## src/pkg/amu_defs.vh

```
// constants for the accumulator magnitude unit
// assumes inclusion by bare name from design files
`ifndef AMU_DEFS_VH
`define AMU_DEFS_VH
`define AMU_OP_ABS 16'hff56
`define AMU_OP_MAGNITUDE_TOGGLE_SIGN_OP 16'h565f
`define AMU_MOST_NEG 32'h80000000
`define AMU_MAX_POS 32'h7fffffff
`define AMU_ACC_RESET 32'h00000000
`define AMU_SIGN_BIT 31
// status bit positions
`define AMU_EV_ABS 0
`define AMU_EV_MAGNITUDE_TOGGLE_SIGN_OP 1
`define AMU_EV_OVF 2
`define AMU_EV_RPT 3
`define AMU_EV_ILLEGAL 4
`define AMU_EV_W 5
// register indices
`define AMU_REG_ACC 4'h0
`define AMU_REG_FLAGS 4'h1
`define AMU_REG_MODE 4'h2
`define AMU_REG_RPT 4'h3
`define AMU_REG_STATUS 4'h4
`define AMU_REG_MASK 4'h5
// flags register field positions
`define AMU_F_N 0
`define AMU_F_Z 1
`define AMU_F_C 2
`define AMU_F_V 3
`define AMU_F_TC 4
`endif

```

## src/design/amu_decode.v

```verilog
// opcode decoder for the two magnitude instructions
// assumes opcode and mode from logic on the same clock
`timescale 1ns/10ps
`include "amu_defs.vh"
module amu_decode
(
  // instruction
  input wire [15:0] opcode_i,
  input wire valid_i,
  input wire native_mode_i,
  // decoded
  output wire is_abs_o,
  output wire is_magnitude_toggle_sign_op_o,
  output wire illegal_o
);
  assign is_abs_o = valid_i && (opcode_i == `AMU_OP_ABS);
  assign is_magnitude_toggle_sign_op_o = valid_i && native_mode_i && (opcode_i == `AMU_OP_MAGNITUDE_TOGGLE_SIGN_OP);
  // toggling form seen outside native mode
  assign illegal_o = valid_i && !native_mode_i && (opcode_i == `AMU_OP_MAGNITUDE_TOGGLE_SIGN_OP);
endmodule // amu_decode

```

## src/design/amu_magnitude.v

```verilog
// combinational magnitude and flag computation
// assumes a 32-bit accumulator input from the same clock
`timescale 1ns/10ps
`include "amu_defs.vh"
module amu_magnitude
#(
  parameter WIDTH = 32
)
(
  // operands
  input wire [WIDTH-1:0] value_i,
  input wire saturate_i,
  // result
  output reg [WIDTH-1:0] result_o,
  output wire overflow_o,
  output wire negative_in_o
);
  assign overflow_o = (value_i == `AMU_MOST_NEG);
  assign negative_in_o = value_i[WIDTH-1];
  always @*
  begin
    if (overflow_o)
      result_o = saturate_i ? `AMU_MAX_POS : `AMU_MOST_NEG;
    else if (value_i[WIDTH-1])
      result_o = ~value_i + {{(WIDTH-1){1'b0}}, 1'b1};
    else
      result_o = value_i;
  end
endmodule // amu_magnitude

```

## src/design/amu_top.v

```verilog
// accumulator magnitude datapath with a register port and interrupt
// assumes instruction strobe and register port come from core-clock logic
`timescale 1ns/10ps
`include "amu_defs.vh"
module amu_top
(
  // clock and reset
  input wire CLK_I,
  input wire RST_I,
  // instruction issue
  input wire INSTR_VALID_I,
  input wire [15:0] OPCODE_I,
  // register port
  input wire [3:0] ADDR_I,
  input wire [31:0] WDATA_I,
  input wire WR_I,
  input wire RD_I,
  output reg [31:0] RDATA_O,
  // state
  output reg [31:0] ACC_O,
  output reg TEST_FLAG_O,
  output reg DONE_O,
  output reg IRQ_O
);
  reg [31:0] main_result_reg;
  reg flag_n;
  reg flag_z;
  reg flag_c;
  reg flag_v;
  reg test_flag;
  reg saturate_mode_bit;
  reg object_code_mode;
  reg [15:0] repeat_count_reg;
  reg [`AMU_EV_W-1:0] status;
  reg [`AMU_EV_W-1:0] mask;
  reg [31:0] next_acc;
  reg [`AMU_EV_W-1:0] events;
  reg [31:0] next_rdata;
  wire is_abs;
  wire is_magnitude_toggle_sign_op;
  wire illegal;
  wire [31:0] mag;
  wire ovf;
  wire neg_in;
  wire exec;
  wire [`AMU_EV_W-1:0] next_status;

  amu_decode u_decode
  (
    .opcode_i(OPCODE_I),
    .valid_i(INSTR_VALID_I),
    .native_mode_i(object_code_mode),
    .is_abs_o(is_abs),
    .is_magnitude_toggle_sign_op_o(is_magnitude_toggle_sign_op),
    .illegal_o(illegal)
  );

  amu_magnitude #(.WIDTH(32)) u_mag
  (
    .value_i(main_result_reg),
    .saturate_i(saturate_mode_bit),
    .result_o(mag),
    .overflow_o(ovf),
    .negative_in_o(neg_in)
  );

  assign exec = is_abs || is_magnitude_toggle_sign_op;

  // events raised this cycle
  always @*
  begin
    events = {`AMU_EV_W{1'b0}};
    events[`AMU_EV_ABS] = is_abs;
    events[`AMU_EV_MAGNITUDE_TOGGLE_SIGN_OP] = is_magnitude_toggle_sign_op;
    events[`AMU_EV_OVF] = exec && ovf;
    events[`AMU_EV_RPT] = exec && (repeat_count_reg != 16'h0000);
    events[`AMU_EV_ILLEGAL] = illegal;
  end

  // set beats write-one-to-clear
  assign next_status = (WR_I && ADDR_I == `AMU_REG_STATUS) ?
    ((status & ~WDATA_I[`AMU_EV_W-1:0]) | events) : (status | events);

  // accumulator source: instruction result or software write
  always @*
  begin
    next_acc = main_result_reg;
    if (exec)
      next_acc = mag;
    else if (WR_I && ADDR_I == `AMU_REG_ACC)
      next_acc = WDATA_I;
  end

  always @(posedge CLK_I or posedge RST_I)
  begin
    if (RST_I)
    begin
      main_result_reg <= `AMU_ACC_RESET;
      flag_n <= 1'b0;
      flag_z <= 1'b0;
      flag_c <= 1'b0;
      flag_v <= 1'b0;
      test_flag <= 1'b0;
      saturate_mode_bit <= 1'b0;
      object_code_mode <= 1'b0;
      repeat_count_reg <= 16'h0000;
      status <= {`AMU_EV_W{1'b0}};
      mask <= {`AMU_EV_W{1'b0}};
    end
    else
    begin
      main_result_reg <= next_acc;
      status <= next_status;
      if (WR_I && ADDR_I == `AMU_REG_MODE)
      begin
        saturate_mode_bit <= WDATA_I[0];
        object_code_mode <= WDATA_I[1];
      end
      if (WR_I && ADDR_I == `AMU_REG_MASK)
        mask <= WDATA_I[`AMU_EV_W-1:0];
      if (exec)
      begin
        flag_n <= mag[`AMU_SIGN_BIT];
        flag_z <= (mag == 32'h00000000);
        flag_c <= 1'b0;
        if (ovf)
          flag_v <= 1'b1;
        if (is_magnitude_toggle_sign_op && neg_in)
          test_flag <= ~test_flag;
        repeat_count_reg <= 16'h0000;
      end
      else
      begin
        if (WR_I && ADDR_I == `AMU_REG_FLAGS)
        begin
          flag_n <= WDATA_I[`AMU_F_N];
          flag_z <= WDATA_I[`AMU_F_Z];
          flag_c <= WDATA_I[`AMU_F_C];
          flag_v <= WDATA_I[`AMU_F_V];
          test_flag <= WDATA_I[`AMU_F_TC];
        end
        if (WR_I && ADDR_I == `AMU_REG_RPT)
          repeat_count_reg <= WDATA_I[15:0];
      end
    end
  end

  // read mux
  always @*
  begin
    case (ADDR_I)
      `AMU_REG_ACC: next_rdata = main_result_reg;
      `AMU_REG_FLAGS: next_rdata = {27'h0000000, test_flag, flag_v, flag_c, flag_z, flag_n};
      `AMU_REG_MODE: next_rdata = {30'h00000000, object_code_mode, saturate_mode_bit};
      `AMU_REG_RPT: next_rdata = {16'h0000, repeat_count_reg};
      `AMU_REG_STATUS: next_rdata = {27'h0000000, status};
      `AMU_REG_MASK: next_rdata = {27'h0000000, mask};
      default: next_rdata = 32'h00000000;
    endcase
  end

  // registered outputs
  always @(posedge CLK_I or posedge RST_I)
  begin
    if (RST_I)
    begin
      RDATA_O <= 32'h00000000;
      ACC_O <= `AMU_ACC_RESET;
      TEST_FLAG_O <= 1'b0;
      DONE_O <= 1'b0;
      IRQ_O <= 1'b0;
    end
    else
    begin
      RDATA_O <= RD_I ? next_rdata : 32'h00000000;
      ACC_O <= next_acc;
      TEST_FLAG_O <= (exec && is_magnitude_toggle_sign_op && neg_in) ? ~test_flag : test_flag;
      DONE_O <= exec;
      IRQ_O <= |(next_status & mask);
    end
  end
endmodule // amu_top

```

## config.mk

```make
export PLATFORM = sky130hd
export DESIGN_NAME = amu_top
export DESIGN_NICKNAME = d
export VERILOG_FILES = /design/src/design/amu_decode.v /design/src/design/amu_magnitude.v /design/src/design/amu_top.v
export VERILOG_INCLUDE_DIRS = /design/src /design/src/pkg
export SDC_FILE = /design/constraint.sdc
export NUM_CORES = 1
export LEC_CHECK = 0
export BUFFER_PORTS_ARGS = -buffer_cell sky130_fd_sc_hd__buf_2
export CAP_MARGIN = 40
export CORE_ASPECT_RATIO = 0.5
export CORE_MARGIN = 2
export CORE_UTILIZATION = 59
export CTS_CLUSTER_DIAMETER = 50
export DETAILED_ROUTE_END_ITERATION = 12
export PLACE_DENSITY = 0.95
export SYNTH_ARGS = -nofsm -noshare
export SYNTH_HDL_FRONTEND = slang
export SYNTH_HIERARCHICAL = 1
export SYNTH_SLANG_ARGS = --single-unit
```

## constraint.sdc

```tcl
create_clock -name CLK_I -period 6.4 [get_ports CLK_I]
set_input_delay 0.32 -clock CLK_I [delete_from_list [all_inputs] [get_ports CLK_I]]
set_output_delay 0.32 -clock CLK_I [all_outputs]
set_load 0.01 [all_outputs]
```

==> out/qor.txt, run 1 <==
======================================================================================
Result of the run                                                         finished, final reports clean
Initial antenna violation count                                                      0
Synth warnings                                                                       6
Data arrival time at the worst-slack endpoint                                  3.93 ns
Post-detail-place hpwl                                                         10.9 mm
Most used flip-flop cell after synthesis                                       dfrtp_1
Die Y                                                                          72.4 um
Max IR drop VDD                                                             0.000175 V
Routability congestion estimate from global placement                            0.899
Number of hold violations in the final report                                        0
Number of buffers created by CTS                                                     9
Clock tree from TritonCTS                                                          yes
Slowest Stage Delay on Critical Path                                           0.78 ns
CTS Hold Bufs                                                                        0
Number of max-capacitance violations reported                                        0
Startpoint type of the worst setup path                                      flip-flop
Async set-or-reset flop fraction in the synthesized netlist                       1.00
Worst Setup Path Type                                                     flip-flop to flip-flop
Cell type with the highest aggregate area in the netlist                       dfrtp_1
Global-route usage over all layers                                               0.313
Layout cell share with drive strength beyond 1                                   0.270
PwrDens                                                                    300 mW/mm^2
Clock latency on the worst-skew pair                                           0.35 ns
Grt total ovfl                                                                       0
Count of unresolved DRC violations after routing                                     0
Transition time of the tightest slew-check pin                                0.778 ns
Area Growth Syn to Fin                                                           15.9%
CP Cell Sequence                                                          or3_1 > or3_1 > or4_4 > nor2_8 > a21oi_2 > nor4_1 > nand4_1 > nor3_1 > o22a_1
Post-route cell area                                                      0.00639 sq mm
Starting Density                                                                 0.621
Number of diodes                                                                     0
Portion of synthesized cell area occupied by the leading cell type               0.454
Post-cts gate resize count                                                           0
Number of endpoints failing setup at the final stage                                 0
Maximum buffer depth of the clock tree                                               2
Number of buffers inserted by port buffering                                       123
Overall via count from detail_route                                               5055
Flops & latches, synth                                                             100
Overall routed net length                                                      15.6 mm
Number of distinct standard cells referenced by the synthesized netlist             62
Detail-routed net length per standard cell                                     19.9 um
Final critical delay including setup and external delays                       3.64 ns
Full die area                                                             0.0102 sq mm
Area of placed instances                                                  0.00612 sq mm
Top fanout value on the critical path                                               17
Syn Area/Cell                                                               9.78 sq um
Fin. max-slew vios                                                                   0
Width of the die                                                                141 um
Worst min-delay path category                                             primary input to asynchronous set/reset pin
CP Data Required Time                                                          6.69 ns
Mapped Cells                                                                       564
Total number of nets in the final design                                           720
Final setup TNS                                                                   0 ns
R2R setup slack                                                                2.76 ns
Portion of the post-synthesis area used by sequential elements                   0.454
Area of the core                                                          0.00889 sq mm
Setup repair after global routing missed its margin                                 no
Sequential Area                                                           0.00250 sq mm
Clock sink count                                                                   100
Master of the slowest instance on the critical path                              or4_4
Most frequent cells after synthesis                                       100 x dfrtp_1, 87 x nand2_1, 43 x o21ai_0
Clk root buf                                                                 clkbuf_16
Cell repeated most along the worst path                                          or3_1
Average vias per placed instance                                                  6.46
Clk_skew                                                                    0.00874 ns
Period Utilization, post-route                                                   0.568
Number of enable-type register cells in the synthesized netlist                      0
Standby leakage power                                                          3.13 nW
Netlist area before placement                                             0.00552 sq mm
Most common cell in the synthesized netlist                                    dfrtp_1
Core Rows                                                                           24
Wire length of the first global-routing pass                                   24.9 mm
Setup fix buffers added after clock tree synthesis                                   0
Detailed Route Iter0 Violations                                                    510
Slew HR                                                                          0.481
Highest clock rate                                                           0.275 GHz
Largest cells by area after synthesis                                     dfrtp_1 45%, mux2i_1 6.5%, nand2_1 5.9%
Number of optimization iterations in the first detailed-route pass                   5
Area used by multi-input combinational logic                              0.00277 sq mm
Clock-pin transition on the worst setup and hold timing paths                  0.07 ns
Count of antenna-violating nets left after detailed routing                          0
Maximum number of pins on one net before global-route repair                        85
Mapped Nets                                                                        622
Via count of the first global-routing pass                                        4882
Number of filler instances in the final layout                                     629
Capturing element type of the critical path                                  flip-flop
I/O Pins                                                                           124
Htree depth                                                                          3
======================================================================================
==> kinds of logic (layout without fill, tap and decap cells) <==
logic type,Yosys count,after routing,synth area share
AOI/OAI and AO/OA,134,134,0.159
xor gates and xnor gates,28,28,0.0445
adders and majority gates,1,1,0.00227
buffers and inverters,48,150,0.0463
DFF,100,100,0.454
muxes,48,48,0.0959
and+or+nand+nor,205,205,0.199
==> cell type report <==
type | count | area share
clock buffers | 12 | 0.0386
clock inverters | 3 | 0.00372
inverters | 7 | 0.00450
multi-input cells | 416 | 0.433
flip-flops and latches | 100 | 0.392
well taps | 117 | 0.0229
repair buffers | 128 | 0.105
==> worst paths after layout <==
path | startpoint | end | cells after the start
setup reg to reg | ACC_O[4]$_DFFE_PP0P_ | flag_z$_DFFE_PP0P_ | 9
hold / removal | RST_I | ACC_O[16]$_DFFE_PP0P_ | 2
setup / recovery | ACC_O[4]$_DFFE_PP0P_ | flag_z$_DFFE_PP0P_ | 9
hold reg to reg | flag_v$_DFFE_PP0P_ | flag_v$_DFFE_PP0P_ | 1
min in group CLK_I | WDATA_I[15] | repeat_count_reg[15]$_DFFE_PP0P_ | 3
max in group asynchronous | RST_I | mask[1]$_DFFE_PP0P_ | 3
==> worst max-delay path: cells and delay by family (launching register included) <==
family | cells | cell delay, ns
flip-flops | 1 | 0.46
AND/OR/NAND/NOR | 7 | 2.89
AO/OA/AOI/OAI | 2 | 0.22
==> metal layers <==
layer,vias to the layer above,global-route usage,wire length (um)
li1,2243,-,-
met3,72,0.0779,1460
met1,2412,0.409,6350
met2,328,0.499,7130
met5,-,0,0
met4,0,0.154,642
==> power by group <==
part | switching, mW | internal, mW
combinational | 0.318 | 0.236
clock | 0.231 | 0.273
sequential | 0.134 | 0.724
total | 0.683 | 1.23
==> through the flow <==
stage	hold WS [ns]	utilization	total power [mW]	cells	setup WS, ns
floorplan	0.451	-	1.20	564	3.26
global placement	0.401	0.686	1.37	767	2.96
detailed placement	0.417	0.689	1.40	768	2.87
CTS	0.0462	0.719	1.90	783	2.79
global route	0.0831	0.719	2.00	783	2.62
finish	0.0206	0.719	1.92	783	2.76
==> placed cells by master (no fill, tap or decap), types with 4 or more instances in the layout <==
cell / netlist / layout
mux2_2: 8 / 8
clkbuf_16: 0 / 9
xor2_1: 25 / 25
and3_1: 16 / 16
inv_1: 7 / 5
nor2_1: 24 / 24
mux2i_1: 36 / 36
o41ai_1: 8 / 8
nor4_1: 16 / 16
o21ai_0: 43 / 43
buf_2: 8 / 123
or3_1: 9 / 9
o31ai_1: 7 / 7
or2_2: 4 / 4
nand4_1: 5 / 5
dfrtp_1: 100 / 100
or4_1: 5 / 5
nand2_1: 87 / 86
a21oi_2: 10 / 10
a21oi_1: 26 / 26
buf_4: 5 / 4
nand3_1: 5 / 5
o21a_1: 4 / 4
nor3_1: 5 / 5
a22oi_1: 17 / 17
(Power assumes the default switching activity.)
==> inputs of run 2 (changes only) <==
--- a/config.mk
+++ b/config.mk
@@ -6,14 +6,15 @@
 export SDC_FILE = /design/constraint.sdc
 export NUM_CORES = 1
 export LEC_CHECK = 0
+export ABC_AREA = 1
 export BUFFER_PORTS_ARGS = -buffer_cell sky130_fd_sc_hd__buf_2
 export CAP_MARGIN = 40
 export CORE_ASPECT_RATIO = 0.5
 export CORE_MARGIN = 2
-export CORE_UTILIZATION = 59
+export CORE_UTILIZATION = 56
 export CTS_CLUSTER_DIAMETER = 50
 export DETAILED_ROUTE_END_ITERATION = 12
-export PLACE_DENSITY = 0.95
+export PLACE_DENSITY = 0.93
 export SYNTH_ARGS = -nofsm -noshare
 export SYNTH_HDL_FRONTEND = slang
 export SYNTH_HIERARCHICAL = 1
==> constraint.sdc (replaced) <==
create_clock -name CLK_I -period 3.4 [get_ports CLK_I]
set_input_delay 0.17 -clock CLK_I [delete_from_list [all_inputs] [get_ports CLK_I]]
set_output_delay 0.17 -clock CLK_I [all_outputs]
set_load 0.01 [all_outputs]
==> run 2 against run 1 <==
Hold slack gained 0.052 ns. Critical path type unchanged. Largest cell class unchanged. Combinational power grew 120%. Fmax grew 49%. Clock power grew 96%. Global-route usage shrank 1.1 points. Total power grew 98%.
==> out/qor.txt, run 2 <==
======================================================================================
Mapped Cells                                                                       823
Clk root buf                                                                 clkbuf_16
Endpoint of the worst-slack reg-to-reg timing path                        flag_z$_DFFE_PP0P_
Number of diodes                                                                     0
Fin. max-slew vios                                                                   0
Global-route usage over all layers                                               0.303
Max IR drop VDD                                                             0.000315 V
Startpoint type of the worst setup path                                      flip-flop
Largest cells by area after synthesis                                     dfrtp_1 41%, nand2_1 15%, nor2_1 6.2%
Number of optimization iterations in the first detailed-route pass                   5
Htree depth                                                                          3
Transition time of the tightest slew-check pin                                0.695 ns
Capturing element type of the critical path                                  flip-flop
Number of filler instances in the final layout                                     880
Count of cells along the worst register-to-register path                            15
Netlist area before placement                                             0.00606 sq mm
Share of power burned in the clock network                                       0.260
Sequential share of power                                                        0.417
Total internal power                                                           2.30 mW
Top fanout value on the critical path                                               17
Total design power                                                             3.79 mW
Detail-routed net length per standard cell                                     15.8 um
Core Rows                                                                           26
Average vias per placed instance                                                  5.56
R2R setup slack                                                                0.95 ns
Clock latency on the worst-skew pair                                           0.35 ns
Maximum number of pins on one net before global-route repair                        57
Data arrival time at the worst-slack endpoint                                  2.68 ns
Number of max-capacitance violations reported                                        0
Flops & latches, synth                                                             100
Post-detail-place hpwl                                                         12.6 mm
NetSw                                                                          1.48 mW
Syn Area/Cell                                                               7.36 sq um
Total number of nets in the final design                                           992
I/O Pins                                                                           124
Wire length of the first global-routing pass                                   27.8 mm
Leading cell types in the layout, fill and taps excluded                  241 x nand2_1, 123 x buf_2, 100 x dfrtp_1, 100 x nor2_1, 74 x inv_1
Period Utilization, post-route                                                   0.720
Slowest Stage Delay on Critical Path                                           0.58 ns
Count of antenna-violating nets left after detailed routing                          0
Via count of the first global-routing pass                                        5583
Initial antenna violation count                                                      0
Most frequent cells after synthesis                                       241 x nand2_1, 100 x dfrtp_1, 100 x nor2_1
Layout cell share with drive strength beyond 1                                   0.241
Clock sink count                                                                   100
Startpoint of the most critical setup path                                ACC_O[31]$_DFFE_PP0P_
Share of total power consumed by net switching                                   0.392
Number of buffers inserted by port buffering                                       123
Full die area                                                             0.0117 sq mm
Synth warnings                                                                       6
Slew HR                                                                          0.536
Master of the slowest instance on the critical path                            dfrtp_1
Starting Density                                                                 0.584
Min-Delay Startpoint                                                       WDATA_I[23]
Leading cell type in the layout, fill and taps excluded                        nand2_1
Post-cts gate resize count                                                           0
Grt total ovfl                                                                       0
Clock tree from TritonCTS                                                          yes
Most used flip-flop cell after synthesis                                       dfrtp_1
CP Data Required Time                                                          3.64 ns
Most common cell in the synthesized netlist                                    nand2_1
Detailed Route Iter0 Violations                                                    688
Highest clock rate                                                           0.409 GHz
Number of distinct standard cells referenced by the synthesized netlist             38
Die Y                                                                          77.5 um
Maximum buffer depth of the clock tree                                               2
Worst min-delay path category                                             primary input to flip-flop
Overall via count from detail_route                                               5998
Portion of synthesized cell area occupied by the leading cell type               0.413
Result of the run                                                         finished, final reports clean
Number of buffers created by CTS                                                     9
Mapped Nets                                                                        881
Standby leakage power                                                          3.71 nW
Worst Setup Path Type                                                     flip-flop to flip-flop
Number of endpoints failing setup at the final stage                                 0
Number of hold violations in the final report                                        0
Hold path cells                                                                      3
Proportion of power drawn by combinational gates                                 0.323
Overall routed net length                                                      17.0 mm
Async set-or-reset flop fraction in the synthesized netlist                       1.00
CP Cell Sequence                                                          inv_2 > nor2_4 > nand2_1 > nor3_2 > nand2_4 > inv_2 > nand2_2 > o21ai_1 > inv_1 > nand4_1 > nor2_1 > nand3_1 > nor2_1 > nor2_1 > nor2_1
Final critical delay including setup and external delays                       2.45 ns
Portion of the post-synthesis area used by sequential elements                   0.413
Routability congestion estimate from global placement                            0.987
Final setup TNS                                                                   0 ns
PwrDens                                                                    544 mW/mm^2
Area Growth Syn to Fin                                                           15.0%
Clk_skew                                                                    0.00817 ns
Number of enable-type register cells in the synthesized netlist                      0
Count of unresolved DRC violations after routing                                     0
Cell repeated most along the worst path                                         nor2_1
Reg-to-reg startpoint                                                     ACC_O[31]$_DFFE_PP0P_
Clock-pin transition on the worst setup and hold timing paths                  0.07 ns
Setup repair after global routing missed its margin                                 no
Destination of the worst hold path                                        ACC_O[23]$_DFFE_PP0P_
Width of the die                                                                151 um
Area of the core                                                          0.0104 sq mm
Cell type with the highest aggregate area in the netlist                       dfrtp_1
======================================================================================
run 2: through the flow:
step	hold WS (ns)	utilization	cells	setup WS, ns	area, sq um
3_3_place_gp	0.315	0.643	1062	1.00	6680
2_1_floorplan	0.328	-	823	0.611	6060
3_5_place_dp	0.320	0.643	1062	0.977	6680
6_report	0.0726	0.671	1079	0.952	6960
4_1_cts	0.0717	0.671	1079	1.01	6960
5_1_grt	0.0814	0.671	1079	0.758	6960
run 2: worst max path at each step:
stage / cells after the start / to / slack [ns]
floorplan: 1 / ACC_O[0]$_DFFE_PP0P_ / 0.61
global placement: 12 / ACC_O[20]$_DFFE_PP0P_ / 1.00
detailed placement: 12 / ACC_O[20]$_DFFE_PP0P_ / 0.98
CTS: 14 / flag_z$_DFFE_PP0P_ / 1.01
global route: 14 / flag_z$_DFFE_PP0P_ / 0.76
finish: 15 / flag_z$_DFFE_PP0P_ / 0.95
run 2: metal layers:
metal / up-vias / global-route usage / routed length [um]
met4: 0 / 0.0776 / 227
met3: 23 / 0.0600 / 1690
met1: 2809 / 0.433 / 7390
met5: - / 0 / 0
li1: 2862 / - / -
met2: 304 / 0.475 / 7740
run 2: kinds of logic after synthesis:
logic type	synth area share
DFF	0.413
and+or+nand+nor	0.357
xor gates and xnor gates	0.0174
buffers and inverters	0.0913
AOI/OAI and AO/OA	0.119
adders and majority gates	0.00207
run 2: area by class of cell:
| class | count | area [sq um] | area share |
|---|---|---|---|
| clock buffer | 11 | 233 | 0.0334 |
| tap | 140 | 175 | 0.0252 |
| sequential | 100 | 2500 | 0.359 |
| clock inverter | 5 | 43.8 | 0.00629 |
| timing repair buffer | 129 | 663 | 0.0952 |
| multi-input combinational | 604 | 3000 | 0.431 |
| inverter | 90 | 345 | 0.0496 |
run 2: power by group through the flow:
stage | logic (mW) | clock network [mW] | registers (mW)
2_1_floorplan | 0.829 | 0 | 1.58
3_3_place_gp | 1.16 | 0 | 1.58
3_5_place_dp | 1.19 | 0 | 1.59
4_1_cts | 1.20 | 0.993 | 1.57
5_1_grt | 1.36 | 1.05 | 1.60
6_report | 1.22 | 0.986 | 1.58
run 2: critical path: cells and delay by family (launching register included):
| family | cells | cell delay (ns) |
|---|---|---|
| buf+inv | 3 | 0.40 |
| compound gates | 1 | 0.12 |
| simple gates | 11 | 1.23 |
| flops | 1 | 0.58 |
run 2: what timing repair did:
| item | in CTS | in global routing |
|---|---|---|
| hold buffers | 1 | 0 |
| buffers inserted | 0 | 0 |
| endpoints found under the hold margin | 54 | 0 |
